File: src/hw/caption_consts.svh
/*
 * Register indices, field positions, reset values and counts of the caption and host
 * control block. Assumes a byte address of four times the index on a 32-bit bus.
 */
`ifndef CAPTION_CONSTS_SVH
`define CAPTION_CONSTS_SVH

// register indices; byte address is index times four
`define IDX_AUX_ENABLE 8'h06
`define IDX_HOST_CTRL 8'h0f
`define IDX_ODD_LOW 8'h10
`define IDX_ODD_HIGH 8'h11
`define IDX_EVEN_LOW 8'h12
`define IDX_EVEN_HIGH 8'h13
`define IDX_IRQ_STATUS 8'h30
`define IDX_IRQ_MASK 8'h31
`define IDX_MSB 9
`define IDX_LSB 2

// auxiliary data enable field; low bit of the field odd fields, high bit even fields
`define CAP_EN_MSB 7
`define CAP_EN_LSB 6
`define CAP_EN_ODD 0
`define CAP_EN_EVEN 1

// host control fields
`define HC_SOFT_RESET 7
`define HC_POWER_DOWN 6
`define HC_OUT2_OFF 5
`define HC_ODD_STATUS 4
`define HC_EVEN_STATUS 3
`define HC_OUT1_OFF 2
`define HC_LUMA_OFF 1
`define HC_CHROMA_OFF 0

// interrupt status bits
`define IRQ_ODD_SENT 0
`define IRQ_EVEN_SENT 1
`define IRQ_SRST_DONE 2
`define IRQ_BITS 3

// reset values
`define CAPTION_RESET 8'h80
`define AUX_RESET 8'h00
`define HOST_CTRL_RESET 8'h00

// caption line numbers per standard
`define LINE_ODD_525 10'd21
`define LINE_ODD_PAL_M 10'd18
`define LINE_ODD_PAL 10'd22
`define LINE_EVEN_525 10'd284
`define LINE_EVEN_PAL_M 10'd281
`define LINE_EVEN_PAL 10'd335

// timing counts in hclk cycles
`define SRST_CYCLES 16
`define CAPTION_BIT_CYCLES 8

`endif

File: src/hw/caption_pkg.sv
/*
 * Types shared by the caption control block and its serialiser.
 * Assumes nothing of its surroundings.
 */
package caption_pkg;
    // line standard reported by the video timing logic
    typedef enum logic [1:0] {
        STD_525 = 2'b00,
        STD_PAL_M = 2'b01,
        STD_PAL = 2'b11
    } video_std_type;

    // serialiser states
    typedef enum logic [1:0] {
        SER_IDLE = 2'b00,
        SER_SHIFT = 2'b01
    } ser_state_type;
endpackage

File: src/hw/caption_if.sv
/*
 * Link between the register side and one caption serialiser.
 * Assumes both ends run on the same clock.
 */
`timescale 1ns/1ps

interface caption_if;
    logic start;
    logic [15:0] word;
    logic abort;
    logic bit_out;
    logic bit_valid;
    logic done;
    logic busy;
    modport ctrl (output start, output word, output abort,
        input bit_out, input bit_valid, input done, input busy);
    modport ser (input start, input word, input abort,
        output bit_out, output bit_valid, output done, output busy);
endinterface

File: src/hw/caption_host_ctrl.sv
/*
 * Caption field enables, caption byte pairs with write status, software reset,
 * power down and analog output disables, reached over AHB-Lite.
 * Assumes video timing logic on hclk gives a line start pulse, line number,
 * field parity and line standard.
 */
// Operation
// - enable field bits 7-6; 00 inserts no captions at all
// - 01 inserts odd-field captions on line 21, 18 or 22
// - 10 inserts even-field captions on line 284, 281 or 335
// - 11 inserts captions in both odd and even fields
// - host control bit 7 starts soft reset, clears itself when done
// - host control bit 6 set selects power down
// - bits 5,2,1,0 disable composite 2, composite 1, luma, chroma outputs
// - bit 4 reads zero while odd pair is unsent, one after output
// - bit 3 reads zero while even pair is unsent, one after output
// - odd pair forms 16-bit word, sent from bit 0 of first byte
// - even pair forms 16-bit word, sent from bit 0 of first byte
// - second even byte is 8 bits, resets to 80, upper half
`timescale 1ns/1ps
`include "caption_consts.svh"

module caption_host_ctrl #(
    parameter int SRST_CYCLES = `SRST_CYCLES,
    parameter int BIT_CYCLES = `CAPTION_BIT_CYCLES
) (
    input wire logic hclk,
    input wire logic hresetn,
    input wire logic hsel,
    input wire logic [31:0] haddr,
    input wire logic [1:0] htrans,
    input wire logic hwrite,
    input wire logic [2:0] hsize,
    input wire logic [31:0] hwdata,
    input wire logic hready,
    output logic hreadyout,
    output logic [31:0] hrdata,
    output logic hresp,
    input wire logic line_start,
    input wire logic [9:0] line_number,
    input wire logic odd_field,
    input wire logic [1:0] video_std,
    output logic caption_data,
    output logic caption_active,
    output logic soft_reset_active,
    output logic power_down,
    output logic [3:0] dac_disable,
    output logic irq
);
    caption_if odd_cap ();
    caption_if even_cap ();

    logic [7:0] aux_r;
    logic [7:0] host_r;
    logic odd_status_r;
    logic even_status_r;
    logic [7:0] odd_low_r;
    logic [7:0] odd_high_r;
    logic [7:0] even_low_r;
    logic [7:0] even_high_r;
    logic [`IRQ_BITS-1:0] irq_status_r;
    logic [`IRQ_BITS-1:0] irq_mask_r;
    logic wr_pend_r;
    logic rd_wait_r;
    logic [7:0] idx_r;
    logic [7:0] srst_cnt_r;
    logic srst_end_r;
    logic [31:0] hrdata_r;
    logic caption_data_r;
    logic caption_active_r;
    logic power_down_r;
    logic [3:0] dac_disable_r;
    logic addr_phase;
    logic wr_en;
    logic [7:0] wdata;
    logic odd_line;
    logic even_line;

    initial begin
        if (SRST_CYCLES < 1 || SRST_CYCLES > 255) begin
            $error("SRST_CYCLES must lie in 1..255");
        end
    end

    // designated caption line for the field and line standard
    function automatic logic [9:0] caption_line(input logic [1:0] vstd, input logic even);
        logic [9:0] line;
        line = even ? `LINE_EVEN_PAL : `LINE_ODD_PAL;
        if (vstd == caption_pkg::STD_525) begin
            line = even ? `LINE_EVEN_525 : `LINE_ODD_525;
        end else if (vstd == caption_pkg::STD_PAL_M) begin
            line = even ? `LINE_EVEN_PAL_M : `LINE_ODD_PAL_M;
        end
        return line;
    endfunction

    // true when a write of the current data phase hits this index
    function automatic logic hit(input logic en, input logic [7:0] idx, input logic [7:0] want);
        return en && idx == want;
    endfunction

    ////////////////////////////////////////////////////////////////////////////////
    // bus slave: writes take no wait, reads one wait so a read right after a
    // write sees the new value; every transfer is answered OKAY
    assign addr_phase = hsel && htrans[1] && hready;
    assign wr_en = wr_pend_r;
    assign wdata = hwdata[7:0];
    assign hreadyout = !rd_wait_r;
    assign hresp = 1'b0;
    assign hrdata = hrdata_r;

    always_ff @(posedge hclk or negedge hresetn) begin
        if (!hresetn) begin
            wr_pend_r <= 1'b0;
            rd_wait_r <= 1'b0;
            idx_r <= 8'h00;
        end else begin
            wr_pend_r <= addr_phase && hwrite;
            rd_wait_r <= addr_phase && !hwrite;
            if (addr_phase) begin
                idx_r <= haddr[`IDX_MSB:`IDX_LSB];
            end
        end
    end

    // read mux, loaded during the wait cycle; unmapped reads give zero
    always_ff @(posedge hclk or negedge hresetn) begin
        if (!hresetn) begin
            hrdata_r <= 32'h0000_0000;
        end else if (rd_wait_r) begin
            case (idx_r)
                `IDX_AUX_ENABLE: hrdata_r <= {24'h000000, aux_r};
                `IDX_HOST_CTRL: hrdata_r <= {24'h000000, host_r[7:5], odd_status_r,
                    even_status_r, host_r[2:0]};
                `IDX_ODD_LOW: hrdata_r <= {24'h000000, odd_low_r};
                `IDX_ODD_HIGH: hrdata_r <= {24'h000000, odd_high_r};
                `IDX_EVEN_LOW: hrdata_r <= {24'h000000, even_low_r};
                `IDX_EVEN_HIGH: hrdata_r <= {24'h000000, even_high_r};
                `IDX_IRQ_STATUS: hrdata_r <= {29'h0, irq_status_r};
                `IDX_IRQ_MASK: hrdata_r <= {29'h0, irq_mask_r};
                default: hrdata_r <= 32'h0000_0000;
            endcase
        end
    end

    ////////////////////////////////////////////////////////////////////////////////
    // control registers; status bits 4 and 3 are not stored here
    always_ff @(posedge hclk or negedge hresetn) begin
        if (!hresetn) begin
            aux_r <= `AUX_RESET;
            host_r <= `HOST_CTRL_RESET;
            irq_mask_r <= '0;
        end else begin
            if (hit(wr_en, idx_r, `IDX_AUX_ENABLE)) begin
                aux_r <= {wdata[`CAP_EN_MSB:`CAP_EN_LSB], 6'h00};
            end
            if (hit(wr_en, idx_r, `IDX_IRQ_MASK)) begin
                irq_mask_r <= wdata[`IRQ_BITS-1:0];
            end
            if (hit(wr_en, idx_r, `IDX_HOST_CTRL)) begin
                host_r <= {wdata[7:5] | {host_r[`HC_SOFT_RESET], 2'b00}, 2'b00, wdata[2:0]};
            end else if (srst_end_r) begin
                host_r[`HC_SOFT_RESET] <= 1'b0;
            end
        end
    end

    // soft reset sequence: a fixed count while bit 7 stands, then it clears
    always_ff @(posedge hclk or negedge hresetn) begin
        if (!hresetn) begin
            srst_cnt_r <= 8'h00;
            srst_end_r <= 1'b0;
        end else begin
            srst_end_r <= 1'b0;
            if (host_r[`HC_SOFT_RESET] && !srst_end_r) begin
                if (srst_cnt_r == 8'(SRST_CYCLES - 1)) begin
                    srst_cnt_r <= 8'h00;
                    srst_end_r <= 1'b1;
                end else begin
                    srst_cnt_r <= srst_cnt_r + 8'h01;
                end
            end
        end
    end
    assign soft_reset_active = host_r[`HC_SOFT_RESET];

    ////////////////////////////////////////////////////////////////////////////////
    // caption bytes; soft reset restores them to their reset value
    always_ff @(posedge hclk or negedge hresetn) begin
        if (!hresetn) begin
            odd_low_r <= `CAPTION_RESET;
            odd_high_r <= `CAPTION_RESET;
            even_low_r <= `CAPTION_RESET;
            even_high_r <= `CAPTION_RESET;
        end else if (soft_reset_active) begin
            odd_low_r <= `CAPTION_RESET;
            odd_high_r <= `CAPTION_RESET;
            even_low_r <= `CAPTION_RESET;
            even_high_r <= `CAPTION_RESET;
        end else begin
            if (hit(wr_en, idx_r, `IDX_ODD_LOW)) odd_low_r <= wdata;
            if (hit(wr_en, idx_r, `IDX_ODD_HIGH)) odd_high_r <= wdata;
            if (hit(wr_en, idx_r, `IDX_EVEN_LOW)) even_low_r <= wdata;
            if (hit(wr_en, idx_r, `IDX_EVEN_HIGH)) even_high_r <= wdata;
        end
    end

    // write status: finishing a pair sets, a byte write clears; set wins
    always_ff @(posedge hclk or negedge hresetn) begin
        if (!hresetn) begin
            odd_status_r <= 1'b1;
            even_status_r <= 1'b1;
        end else if (soft_reset_active) begin
            odd_status_r <= 1'b1;
            even_status_r <= 1'b1;
        end else begin
            if (odd_cap.done) begin
                odd_status_r <= 1'b1;
            end else if (hit(wr_en, idx_r, `IDX_ODD_LOW) || hit(wr_en, idx_r, `IDX_ODD_HIGH)) begin
                odd_status_r <= 1'b0;
            end
            if (even_cap.done) begin
                even_status_r <= 1'b1;
            end else if (hit(wr_en, idx_r, `IDX_EVEN_LOW) ||
                hit(wr_en, idx_r, `IDX_EVEN_HIGH)) begin
                even_status_r <= 1'b0;
            end
        end
    end

    ////////////////////////////////////////////////////////////////////////////////
    // launch a pair at the start of its caption line when its field is enabled
    assign odd_line = line_start && odd_field &&
        line_number == caption_line(video_std, 1'b0);
    assign even_line = line_start && !odd_field &&
        line_number == caption_line(video_std, 1'b1);
    assign odd_cap.start = odd_line && aux_r[`CAP_EN_LSB + `CAP_EN_ODD] &&
        !odd_cap.busy && !soft_reset_active;
    assign even_cap.start = even_line && aux_r[`CAP_EN_LSB + `CAP_EN_EVEN] &&
        !even_cap.busy && !soft_reset_active;
    assign odd_cap.word = {odd_high_r, odd_low_r};
    assign even_cap.word = {even_high_r, even_low_r};
    assign odd_cap.abort = soft_reset_active;
    assign even_cap.abort = soft_reset_active;

    caption_serializer #(.BIT_CYCLES(BIT_CYCLES)) odd_ser (
        .hclk(hclk),
        .hresetn(hresetn),
        .cap(odd_cap)
    );

    caption_serializer #(.BIT_CYCLES(BIT_CYCLES)) even_ser (
        .hclk(hclk),
        .hresetn(hresetn),
        .cap(even_cap)
    );

    // output stage; the two fields never shift at once, so an or merges them
    always_ff @(posedge hclk or negedge hresetn) begin
        if (!hresetn) begin
            caption_data_r <= 1'b0;
            caption_active_r <= 1'b0;
            power_down_r <= 1'b0;
            dac_disable_r <= 4'h0;
        end else begin
            caption_data_r <= (odd_cap.bit_valid & odd_cap.bit_out) |
                (even_cap.bit_valid & even_cap.bit_out);
            caption_active_r <= odd_cap.bit_valid | even_cap.bit_valid;
            power_down_r <= host_r[`HC_POWER_DOWN];
            dac_disable_r <= {host_r[`HC_OUT2_OFF], host_r[`HC_OUT1_OFF],
                host_r[`HC_LUMA_OFF], host_r[`HC_CHROMA_OFF]};
        end
    end
    assign caption_data = caption_data_r;
    assign caption_active = caption_active_r;
    assign power_down = power_down_r;
    assign dac_disable = dac_disable_r;

    ////////////////////////////////////////////////////////////////////////////////
    // interrupts: sticky events, write one to clear, set wins over clear
    always_ff @(posedge hclk or negedge hresetn) begin
        if (!hresetn) begin
            irq_status_r <= '0;
        end else begin
            for (int i = 0; i < `IRQ_BITS; i++) begin
                if ((i == `IRQ_ODD_SENT && odd_cap.done) ||
                    (i == `IRQ_EVEN_SENT && even_cap.done) ||
                    (i == `IRQ_SRST_DONE && srst_end_r)) begin
                    irq_status_r[i] <= 1'b1;
                end else if (hit(wr_en, idx_r, `IDX_IRQ_STATUS) && wdata[i]) begin
                    irq_status_r[i] <= 1'b0;
                end
            end
        end
    end
    assign irq = |(irq_status_r & irq_mask_r);

    ////////////////////////////////////////////////////////////////////////////////
    a_off_no_start: assert property (@(posedge hclk) disable iff (!hresetn)
        aux_r[`CAP_EN_MSB:`CAP_EN_LSB] == 2'b00 |-> !odd_cap.start && !even_cap.start)
        else $error("caption launched while disabled");
    a_odd_line: assert property (@(posedge hclk) disable iff (!hresetn)
        odd_cap.start |-> odd_field && line_number == caption_line(video_std, 1'b0))
        else $error("odd caption on wrong line");
    a_even_line: assert property (@(posedge hclk) disable iff (!hresetn)
        even_cap.start |-> !odd_field && line_number == caption_line(video_std, 1'b1))
        else $error("even caption on wrong line");
    a_both_fields: assert property (@(posedge hclk) disable iff (!hresetn)
        aux_r[`CAP_EN_MSB:`CAP_EN_LSB] == 2'b11 && odd_line && !odd_cap.busy &&
        !soft_reset_active |-> odd_cap.start)
        else $error("odd caption missed with both fields on");
    a_srst_clears: assert property (@(posedge hclk) disable iff (!hresetn)
        $rose(host_r[`HC_SOFT_RESET]) |-> ##[1:260] !host_r[`HC_SOFT_RESET])
        else $error("soft reset bit did not clear");
    a_power_down: assert property (@(posedge hclk) disable iff (!hresetn)
        hit(wr_en, idx_r, `IDX_HOST_CTRL) |-> ##2 power_down == $past(wdata[`HC_POWER_DOWN], 2))
        else $error("power down does not follow bit 6");
    a_dac_disable: assert property (@(posedge hclk) disable iff (!hresetn)
        hit(wr_en, idx_r, `IDX_HOST_CTRL) |-> ##2 dac_disable ==
        {$past(wdata[5], 2), $past(wdata[2], 2), $past(wdata[1], 2), $past(wdata[0], 2)})
        else $error("output disables do not follow host control");
    a_odd_sent: assert property (@(posedge hclk) disable iff (!hresetn)
        odd_cap.done && !soft_reset_active |=> odd_status_r)
        else $error("odd status not set after output");
    a_even_sent: assert property (@(posedge hclk) disable iff (!hresetn)
        even_cap.done && !soft_reset_active |=> even_status_r)
        else $error("even status not set after output");
    a_write_clears: assert property (@(posedge hclk) disable iff (!hresetn)
        hit(wr_en, idx_r, `IDX_EVEN_HIGH) && !even_cap.done && !soft_reset_active
        |=> !even_status_r)
        else $error("even status not cleared by a byte write");
    a_high_reset: assert property (@(posedge hclk) disable iff (!hresetn)
        srst_end_r |=> even_high_r == `CAPTION_RESET)
        else $error("second even byte not restored");
endmodule

File: src/hw/caption_serializer.sv
/*
 * Shifts one 16-bit caption word out, least significant bit first, holding each bit
 * for BIT_CYCLES clocks. Assumes start is only raised while busy is low.
 */
`timescale 1ns/1ps
`include "caption_consts.svh"

module caption_serializer #(
    parameter int BIT_CYCLES = `CAPTION_BIT_CYCLES
) (
    input wire logic hclk,
    input wire logic hresetn,
    caption_if.ser cap
);
    caption_pkg::ser_state_type state_r;
    logic [15:0] shift_r;
    logic [3:0] bit_idx_r;
    logic [7:0] phase_r;
    logic done_r;
    logic [11:0] run_len_r;

    initial begin
        if (BIT_CYCLES < 1 || BIT_CYCLES > 255) begin
            $error("BIT_CYCLES must lie in 1..255");
        end
    end

    ////////////////////////////////////////////////////////////////////////////////
    // shifter: word loaded at start, bit 0 of the first byte goes out first
    always_ff @(posedge hclk or negedge hresetn) begin
        if (!hresetn) begin
            state_r <= caption_pkg::SER_IDLE;
            shift_r <= 16'h0000;
            bit_idx_r <= 4'h0;
            phase_r <= 8'h00;
        end else if (cap.abort) begin
            state_r <= caption_pkg::SER_IDLE;
        end else begin
            case (state_r)
                caption_pkg::SER_IDLE: begin
                    if (cap.start) begin
                        state_r <= caption_pkg::SER_SHIFT;
                        shift_r <= cap.word;
                        bit_idx_r <= 4'h0;
                        phase_r <= 8'h00;
                    end
                end
                caption_pkg::SER_SHIFT: begin
                    if (phase_r == 8'(BIT_CYCLES - 1)) begin
                        phase_r <= 8'h00;
                        shift_r <= {1'b0, shift_r[15:1]};
                        bit_idx_r <= bit_idx_r + 4'h1;
                        if (bit_idx_r == 4'hf) begin
                            state_r <= caption_pkg::SER_IDLE;
                        end
                    end else begin
                        phase_r <= phase_r + 8'h01;
                    end
                end
                default: state_r <= caption_pkg::SER_IDLE;
            endcase
        end
    end

    // done pulses once, on the edge the last bit ends; an abort gives no done
    always_ff @(posedge hclk or negedge hresetn) begin
        if (!hresetn) begin
            done_r <= 1'b0;
        end else begin
            done_r <= !cap.abort && state_r == caption_pkg::SER_SHIFT &&
                bit_idx_r == 4'hf && phase_r == 8'(BIT_CYCLES - 1);
        end
    end

    assign cap.bit_out = shift_r[0];
    assign cap.bit_valid = (state_r == caption_pkg::SER_SHIFT);
    assign cap.busy = (state_r == caption_pkg::SER_SHIFT);
    assign cap.done = done_r;

    ////////////////////////////////////////////////////////////////////////////////
    a_lsb_first: assert property (@(posedge hclk) disable iff (!hresetn)
        cap.start && !cap.busy && !cap.abort |=> cap.bit_valid && cap.bit_out == $past(cap.word[0]))
        else $error("first caption bit is not bit 0 of the first byte");
    // checker helper: cycles spent shifting since the last accepted start
    always_ff @(posedge hclk or negedge hresetn) begin
        if (!hresetn) begin
            run_len_r <= 12'h000;
        end else if (cap.start && !cap.busy && !cap.abort) begin
            run_len_r <= 12'h000;
        end else if (cap.busy) begin
            run_len_r <= run_len_r + 12'h001;
        end
    end

    a_word_length: assert property (@(posedge hclk) disable iff (!hresetn)
        cap.done |-> run_len_r == 12'(16 * BIT_CYCLES))
        else $error("caption word length is not sixteen bits");
    a_word_done: assert property (@(posedge hclk) disable iff (!hresetn)
        cap.busy && !cap.abort && run_len_r == 12'(16 * BIT_CYCLES - 1) |=> cap.done)
        else $error("caption word did not finish");
endmodule

File: config.mk
export PLATFORM = sky130hd
export DESIGN_NAME = caption_host_ctrl
export DESIGN_NICKNAME = d
export VERILOG_FILES = /design/src/hw/caption_pkg.sv /design/src/hw/caption_if.sv /design/src/hw/caption_host_ctrl.sv /design/src/hw/caption_serializer.sv
export VERILOG_INCLUDE_DIRS = /design/src /design/src/hw
export SDC_FILE = /design/constraint.sdc
export NUM_CORES = 1
export LEC_CHECK = 0
export ABC_AREA = 1
export ABC_CLOCK_PERIOD_IN_PS = 3300
export BUFFER_PORTS_ARGS = -buffer_cell sky130_fd_sc_hd__clkbuf_2
export CORE_UTILIZATION = 48
export CTS_CLUSTER_DIAMETER = 200
export DETAILED_ROUTE_END_ITERATION = 6
export PLACE_DENSITY = 0.7
export SLEW_MARGIN = 20
export SYNTH_ARGS = -nofsm -noshare
export SYNTH_HDL_FRONTEND = slang
export SYNTH_SLANG_ARGS = --single-unit
File: constraint.sdc
create_clock -name hclk -period 3.3 [get_ports hclk]
set_clock_uncertainty 0.1 [all_clocks]
set_input_delay 0.495 -clock hclk [delete_from_list [all_inputs] [get_ports hclk]]
set_output_delay 0.495 -clock hclk [all_outputs]
set_load 0.1 [all_outputs]
==> results of run 1 <==
[critical path: cells and delay by family, from the launching register on]
kind / cells / cell delay (ns)
AOI/OAI and AO/OA: 1 / 0.08
adders and majority gates: 1 / 0.20
DFF: 1 / 0.38
buffers and inverters: 1 / 0.30
and+or+nand+nor: 5 / 1.18
[path summary, 6_finish.rpt]
check | start | cells past startpoint | end | slack (ns)
worst max-delay path | even_ser.phase_r[1]$_DFFE_PN0P_ | 8 | even_ser.shift_r[15]$_DFFE_PN0P_ | 0.90
worst min-delay path | hwrite | 2 | rd_wait_r$_DFF_PN0_ | 0.14
worst max register to register | even_ser.phase_r[1]$_DFFE_PN0P_ | 8 | even_ser.shift_r[15]$_DFFE_PN0P_ | 0.90
worst min register to register | host_r[2]$_DFFE_PN0P_ | 0 | dac_disable[2]$_DFF_PN0_ | 0.28
max in group asynchronous | hresetn | 3 | even_ser.shift_r[15]$_DFFE_PN0P_ | 1.81
min in group asynchronous | hresetn | 2 | hrdata[3]$_DFFE_PN0P_ | 0.51
[synth_stat cells (11+ instances only)]
cell type  number
o21ai_0        50
dfrtp_1       136
nand2_1       279
inv_1         107
o21ai_2        15
mux2i_1        11
nor2_1         66
inv_2          11
nand3_1       108
a21oi_1        13
buf_4          33
[state kept, by name, indices dropped and copies added, names as in the netlist, 2 cells and up]
register,cells
odd_ser.bit_idx_r,4
even_low_r,8
irq_status_r,3
even_ser.shift_r,16
even_ser.phase_r,8
odd_ser.shift_r,16
even_ser.bit_idx_r,4
idx_r,8
odd_low_r,8
aux_r,2
dac_disable,4
even_high_r,8
host_r,6
irq_mask_r,3
odd_ser.phase_r,8
odd_high_r,8
srst_cnt_r,8
hrdata,8
[final cells by class]
type | count | area (sq um)
repair buffers | 60 | 339
multi-input cells | 643 | 3110
well taps | 188 | 235
fillers | 1416 | 6890
clock buffers | 20 | 447
clock inverters | 11 | 118
flip-flops and latches | 142 | 3560
inverters | 119 | 447
[placed cells by master, fill, tap and decap left out, types with 4 or more instances in the layout]
master / Yosys / routed
a21oi_1: 13 / 13
dfstp_2: 6 / 6
inv_1: 107 / 107
nor3_2: 7 / 7
clkbuf_16: 0 / 17
mux2i_1: 11 / 11
nor2_1: 66 / 66
nor3_1: 9 / 9
clkinv_2: 0 / 5
clkbuf_2: 0 / 52
nor2_2: 4 / 4
o21ai_2: 15 / 15
o21ai_1: 7 / 7
buf_4: 33 / 5
nand2_1: 279 / 279
dfrtp_1: 136 / 136
inv_2: 11 / 11
nand2_2: 9 / 9
o21ai_0: 50 / 50
xor2_1: 9 / 9
conb_1: 1 / 25
nand3_1: 108 / 108
ha_1: 5 / 5
[cells by family (layout without fill, tap and decap cells)]
| logic type | count (synthesis) | count (layout) | share of synthesized area (%) |
|---|---|---|---|
| AOI/OAI and AO/OA | 91 | 91 | 7.22 |
| muxes | 14 | 14 | 1.94 |
| and+or+nand+nor | 496 | 496 | 29.3 |
| adders and majority gates | 5 | 5 | 0.844 |
| buffers and inverters | 173 | 210 | 11.3 |
| xor gates and xnor gates | 12 | 12 | 1.42 |
| other | 1 | 25 | 0.0506 |
| DFF | 142 | 142 | 48.0 |
[per-stage QoR]
stage | power [mW] | worst slack [ns] | hold slack (ns) | instance area (sq um)
after floorplan | 2.39 | 1.18 | 0.0994 | 7510
after global placement | 2.50 | 0.916 | 0.259 | 7680
after detailed placement | 2.51 | 0.893 | 0.262 | 7680
after CTS | 4.36 | 0.875 | 0.126 | 8260
after global routing | 4.53 | 0.685 | 0.139 | 8260
final | 4.32 | 0.899 | 0.142 | 8260
[layer usage]
| metal | global-route usage, % | wire length (microns) | vias to the layer above | part of all wire (%) |
|---|---|---|---|---|
| met5 | 0 | 0 | - | 0 |
| met4 | 7.51 | 201 | 0 | 1.3 |
| met3 | 4.64 | 713 | 14 | 4.5 |
| met2 | 34.8 | 7450 | 131 | 47 |
| met1 | 29.0 | 7390 | 2795 | 47 |
| li1 | - | - | 2991 | - |
[report_power, final]
part	total [mW]	internal (mW)	switching, mW
clock network	1.84	1.12	0.715
registers	1.96	1.86	0.0931
logic	0.527	0.136	0.390
==> flow_metrics.py, run 1 <==
metrics = {
    "synth": {
        "synth_seq_cells": 142,
        "synthCells": 934,
        "synth_area_leaders": "dfrtp_1 46%, nand2_1 14%, nand3_1 7.3%",
        "avgSynthCellArea_sq_um": 7.94,
        "synth_area_sq_mm": 0.00742,
        "synth-main-ff-cell": "dfrtp_1",
        "ys_types": 38,
        "yosysTopAreaCellShare_pct": 45.9,
        "seq_area_frac_synth_pct": 48.0,
        "yosys_warnings": 0,
        "synthArstFlopShare_pct": 100,
        "synth_top_area_cell": "dfrtp_1",
        "synth_edf_count": 0,
    },
    "power": {
        "power_density_mw_per_mm2": 523,
        "vdd_drop_max_uv": 378,
        "p_leak_nw": 4.28,
    },
    "worst_setup_path": {
        "path_max_fanout": 20,
        "path_class": "reg -> reg",
        "critPathSlowestCell": "nand2_1",
        "cp.arrival_ns": 2.57,
        "crit_path_start_kind": "register",
        "cp_cell_sequence": "ha_1, nand2_1, nor3_2, nor2_2, inv_2, nand2_1, nand2_1, o21ai_1",
        "cp-end-kind": "register",
        "crit_path_max_incr_delay_ns": 0.52,
        "path_common_cell": "nand2_1",
        "cp.required_ns": 3.47,
    },
    "hold_path": {
        "hold_class": "in -> reg",
    },
    "detailed_routing": {
        "drc": 0,
        "drtIter0Drc": 418,
        "wl_per_cell_microns": 13.3,
        "vias": 5931,
        "ant_nets": 0,
        "dr.pass1.iters": 5,
        "vias_per_cell": 5.01,
        "finalWirelength_microns": 15800,
    },
    "placed_design": {
        "gp_congestion": 0.831,
        "dp_hpwl_microns": 11100,
        "portBuffers": 53,
        "dp.cells": 1151,
    },
    "timing": {
        "max-slew-margin-rel_pct": 53.0,
        "hold_viol": 0,
        "fin_tns_setup_ns": 0,
        "worst_slew_pin_slew_ns": 0.703,
        "finalSetupViolations": 0,
        "period_share_pct": 72.8,
        "final.min_clock_period_ns": 2.40,
        "rsz0062_at_grt": "no",
        "slew_violations": 0,
        "max_freq_ghz": 0.416,
    },
    "floorplanning": {
        "die_w_microns": 126,
        "initial_core_util_pct": 49.0,
        "die_h_microns": 126,
        "design.core.area_sq_mm": 0.0151,
        "row_count": 45,
        "ioPinCount": 131,
        "dieArea_sq_mm": 0.0160,
    },
    "clocking": {
        "cts_tree": "yes",
        "insertion_delay_ns": 0.42,
        "ctsRootBufferMaster": "clkbuf_16",
        "holdBufCountCts": 1,
        "cts_buffer_depth": 2,
        "cts_setup_buffers": 0,
        "cts_max_level": 4,
        "cts_sinks": 142,
        "path_clk_slew_ns": 0.06,
        "tritoncts.num_buffers": 17,
        "cts_resized": 0,
    },
    "global_route": {
        "grt_antenna_before_repair": 0,
        "grt_start_max_net_pins": 61,
        "grt_pass1_vias": 5724,
        "grt_usage_pct": 21.6,
        "grt.overflow.total": 0,
        "grt_pass1_wl_microns": 27200,
    },
    "run": {
        "maxCapViolCount": 0,
    },
    "cells_and_area": {
        "fin_cells": 1183,
        "drive_above_1_share_pct": 15.4,
        "area_growth_pct": 11.3,
        "n_antenna_cell": 0,
        "final_nets": 1076,
        "utilization_pct": 54.5,
    },
    "status": {
        "status": "completed",
    },
}
No activity file was read; power rests on OpenSTA's default activity.
==> run 2, diff against run 1 <==
Settings changed: ABC_CLOCK_PERIOD_IN_PS 3300 to 1900, PLACE_DENSITY 0.7 to 0.73.
Clock period 3.3 ns to 1.9 ns, I/O delays scaled along.
==> run 2 against run 1 <==
Final area increased by 5.0%. Critical endpoint is now hreadyout. Via count up 3.8%. Die area unchanged. Highest routed layer unchanged. Largest power group is now clock. Sequential share of layout area decreased by 2.0 points. Combinational power rose by 84%. Flip-flop and latch count stayed put.
==> flow_metrics.py, run 2 (synthesis results as in run 1) <==
metrics = {
    "cells_and_area": {
        "final_common_cell": "nand2_1",
        "drive_above_1_share_pct": 18.3,
        "fillers": 1333,
        "final_cell_mix": "277 x nand2_1, 135 x dfrtp_1, 107 x nand3_1, 106 x inv_1, 65 x nor2_1",
        "top_regs": "even_ser.shift_r (16), odd_ser.shift_r (16)",
        "final_cell_area_sq_mm": 0.00867,
        "fin_cells": 1219,
        "n_antenna_cell": 0,
        "multi_input_area_sq_mm": 0.00314,
        "final_nets": 1111,
        "utilization_pct": 57.2,
        "area_growth_pct": 16.9,
        "seq_area_sq_mm": 0.00356,
    },
    "clocking": {
        "cts_max_level": 4,
        "path_clk_slew_ns": 0.06,
        "insertion_delay_ns": 0.42,
        "cts_sinks": 142,
        "ctsRootBufferMaster": "clkbuf_16",
        "cts_tree": "yes",
        "tritoncts.num_buffers": 17,
        "cts_buffer_depth": 2,
    },
    "power": {
        "power_density_mw_per_mm2": 909,
        "p_leak_nw": 4.50,
        "vdd_drop_max_uv": 684,
    },
    "global_route": {
        "grt_usage_pct": 22.4,
        "grt_start_max_net_pins": 49,
        "grt.overflow.total": 0,
        "grt_antenna_before_repair": 0,
        "grt_pass1_vias": 5819,
        "grt_pass1_wl_microns": 27900,
    },
    "detailed_routing": {
        "wl_per_cell_microns": 13.6,
        "ant_nets": 0,
        "drtIter0Drc": 461,
        "vias_per_cell": 5.05,
        "dr.pass1.iters": 5,
        "drc": 0,
        "finalWirelength_microns": 16500,
        "vias": 6155,
    },
    "worst_setup_path": {
        "cp-end-kind": "primary output",
        "cp.required_ns": 1.51,
        "path_max_fanout": 9,
        "rr_worst_depth": 8,
        "cp.arrival_ns": 1.44,
        "crit_path_start_kind": "register",
        "path_class": "reg -> out",
    },
    "floorplanning": {
        "die_w_microns": 126,
        "ioPinCount": 131,
        "dieArea_sq_mm": 0.0160,
        "design.core.area_sq_mm": 0.0151,
        "row_count": 45,
        "initial_core_util_pct": 49.0,
        "die_h_microns": 126,
    },
    "status": {
        "status": "completed",
    },
    "hold_path": {
        "holdPathStages": 3,
        "hold_class": "in -> reg",
    },
    "placed_design": {
        "portBuffers": 53,
        "placed_area_sq_mm": 0.00790,
        "gp_congestion": 0.872,
        "dp_hpwl_microns": 11700,
        "dp.cells": 1175,
    },
    "timing": {
        "final.min_clock_period_ns": 1.82,
        "fin_hold_ws_ns": 0.0139,
        "rsz0062_at_grt": "yes",
        "hold_viol": 0,
        "slew_violations": 0,
        "period_share_pct": 95.9,
        "finalSetupViolations": 0,
        "max_freq_ghz": 0.549,
        "max-slew-margin-rel_pct": 63.4,
        "worst_slew_pin_slew_ns": 0.551,
    },
    "run": {
        "maxCapViolCount": 0,
    },
}
-- run 2: final cells by class --
cell class              count  share of cell area, %
clock buffers              20                   5.27
repair buffers             94                   7.62
clock inverters            12                   1.93
multi-input cells         644                   36.2
well taps                 188                   2.71
inverters                 119                   5.15
flip-flops and latches    142                   41.1
-- run 2: path summary, 6_finish.rpt --
kind | from | to | slack (ns)
worst max-delay path | rd_wait_r$_DFF_PN0_ | hreadyout | 0.08
worst min-delay path | haddr[7] | idx_r[5]$_DFFE_PN0P_ | 0.01
worst max register to register | idx_r[7]$_DFFE_PN0P_ | odd_high_r[3]$_DFFE_PN0P_ | 0.13
worst min register to register | host_r[1]$_DFFE_PN0P_ | dac_disable[1]$_DFF_PN0_ | 0.27
max in group asynchronous | hresetn | even_high_r[7]$_DFFE_PN1P_ | 0.87
min in group asynchronous | hresetn | even_ser.shift_r[4]$_DFFE_PN0P_ | 0.22
-- run 2: critical path, cell delays in order (launching register included) --
cell	delay, ns
dfrtp_1	0.49
clkinv_1	0.10
buf_2	0.42
-- run 2: stage by stage --
step	setup WS [ns]	TNS (ns)	power, mW
after detailed placement	0.0920	0	4.39
after global routing	-0.0196	-0.0645	8.18
after floorplan	0.0771	0	4.16
after CTS	0.00240	0	7.93
after global placement	0.127	0	4.37
final	0.0771	0	7.88
-- run 2: repair_timing --
item	4_1_cts	5_1_grt
setup buffers	0	3
hold endpoints to repair	77	0
gates resized for setup	0	11
hold buffers	8	0
endpoints found under the setup margin	0	66
-- run 2: metal layers --
metal  vias to the layer above  GRT usage (%)  wire [microns]
li1                       3065              -               -
met1                      2910           29.6            7540
met2                       154           36.4            7960
met3                        26           4.89             747
met4                         0           7.94             284
met5                         -              0               0
-- run 2: report_power, final --
group	switching (mW)	internal (mW)	leakage [nW]	total (mW)
combinational	0.693	0.275	2.46	0.968
sequential	0.163	3.24	1.73	3.40
clock	1.26	2.25	0.313	3.51
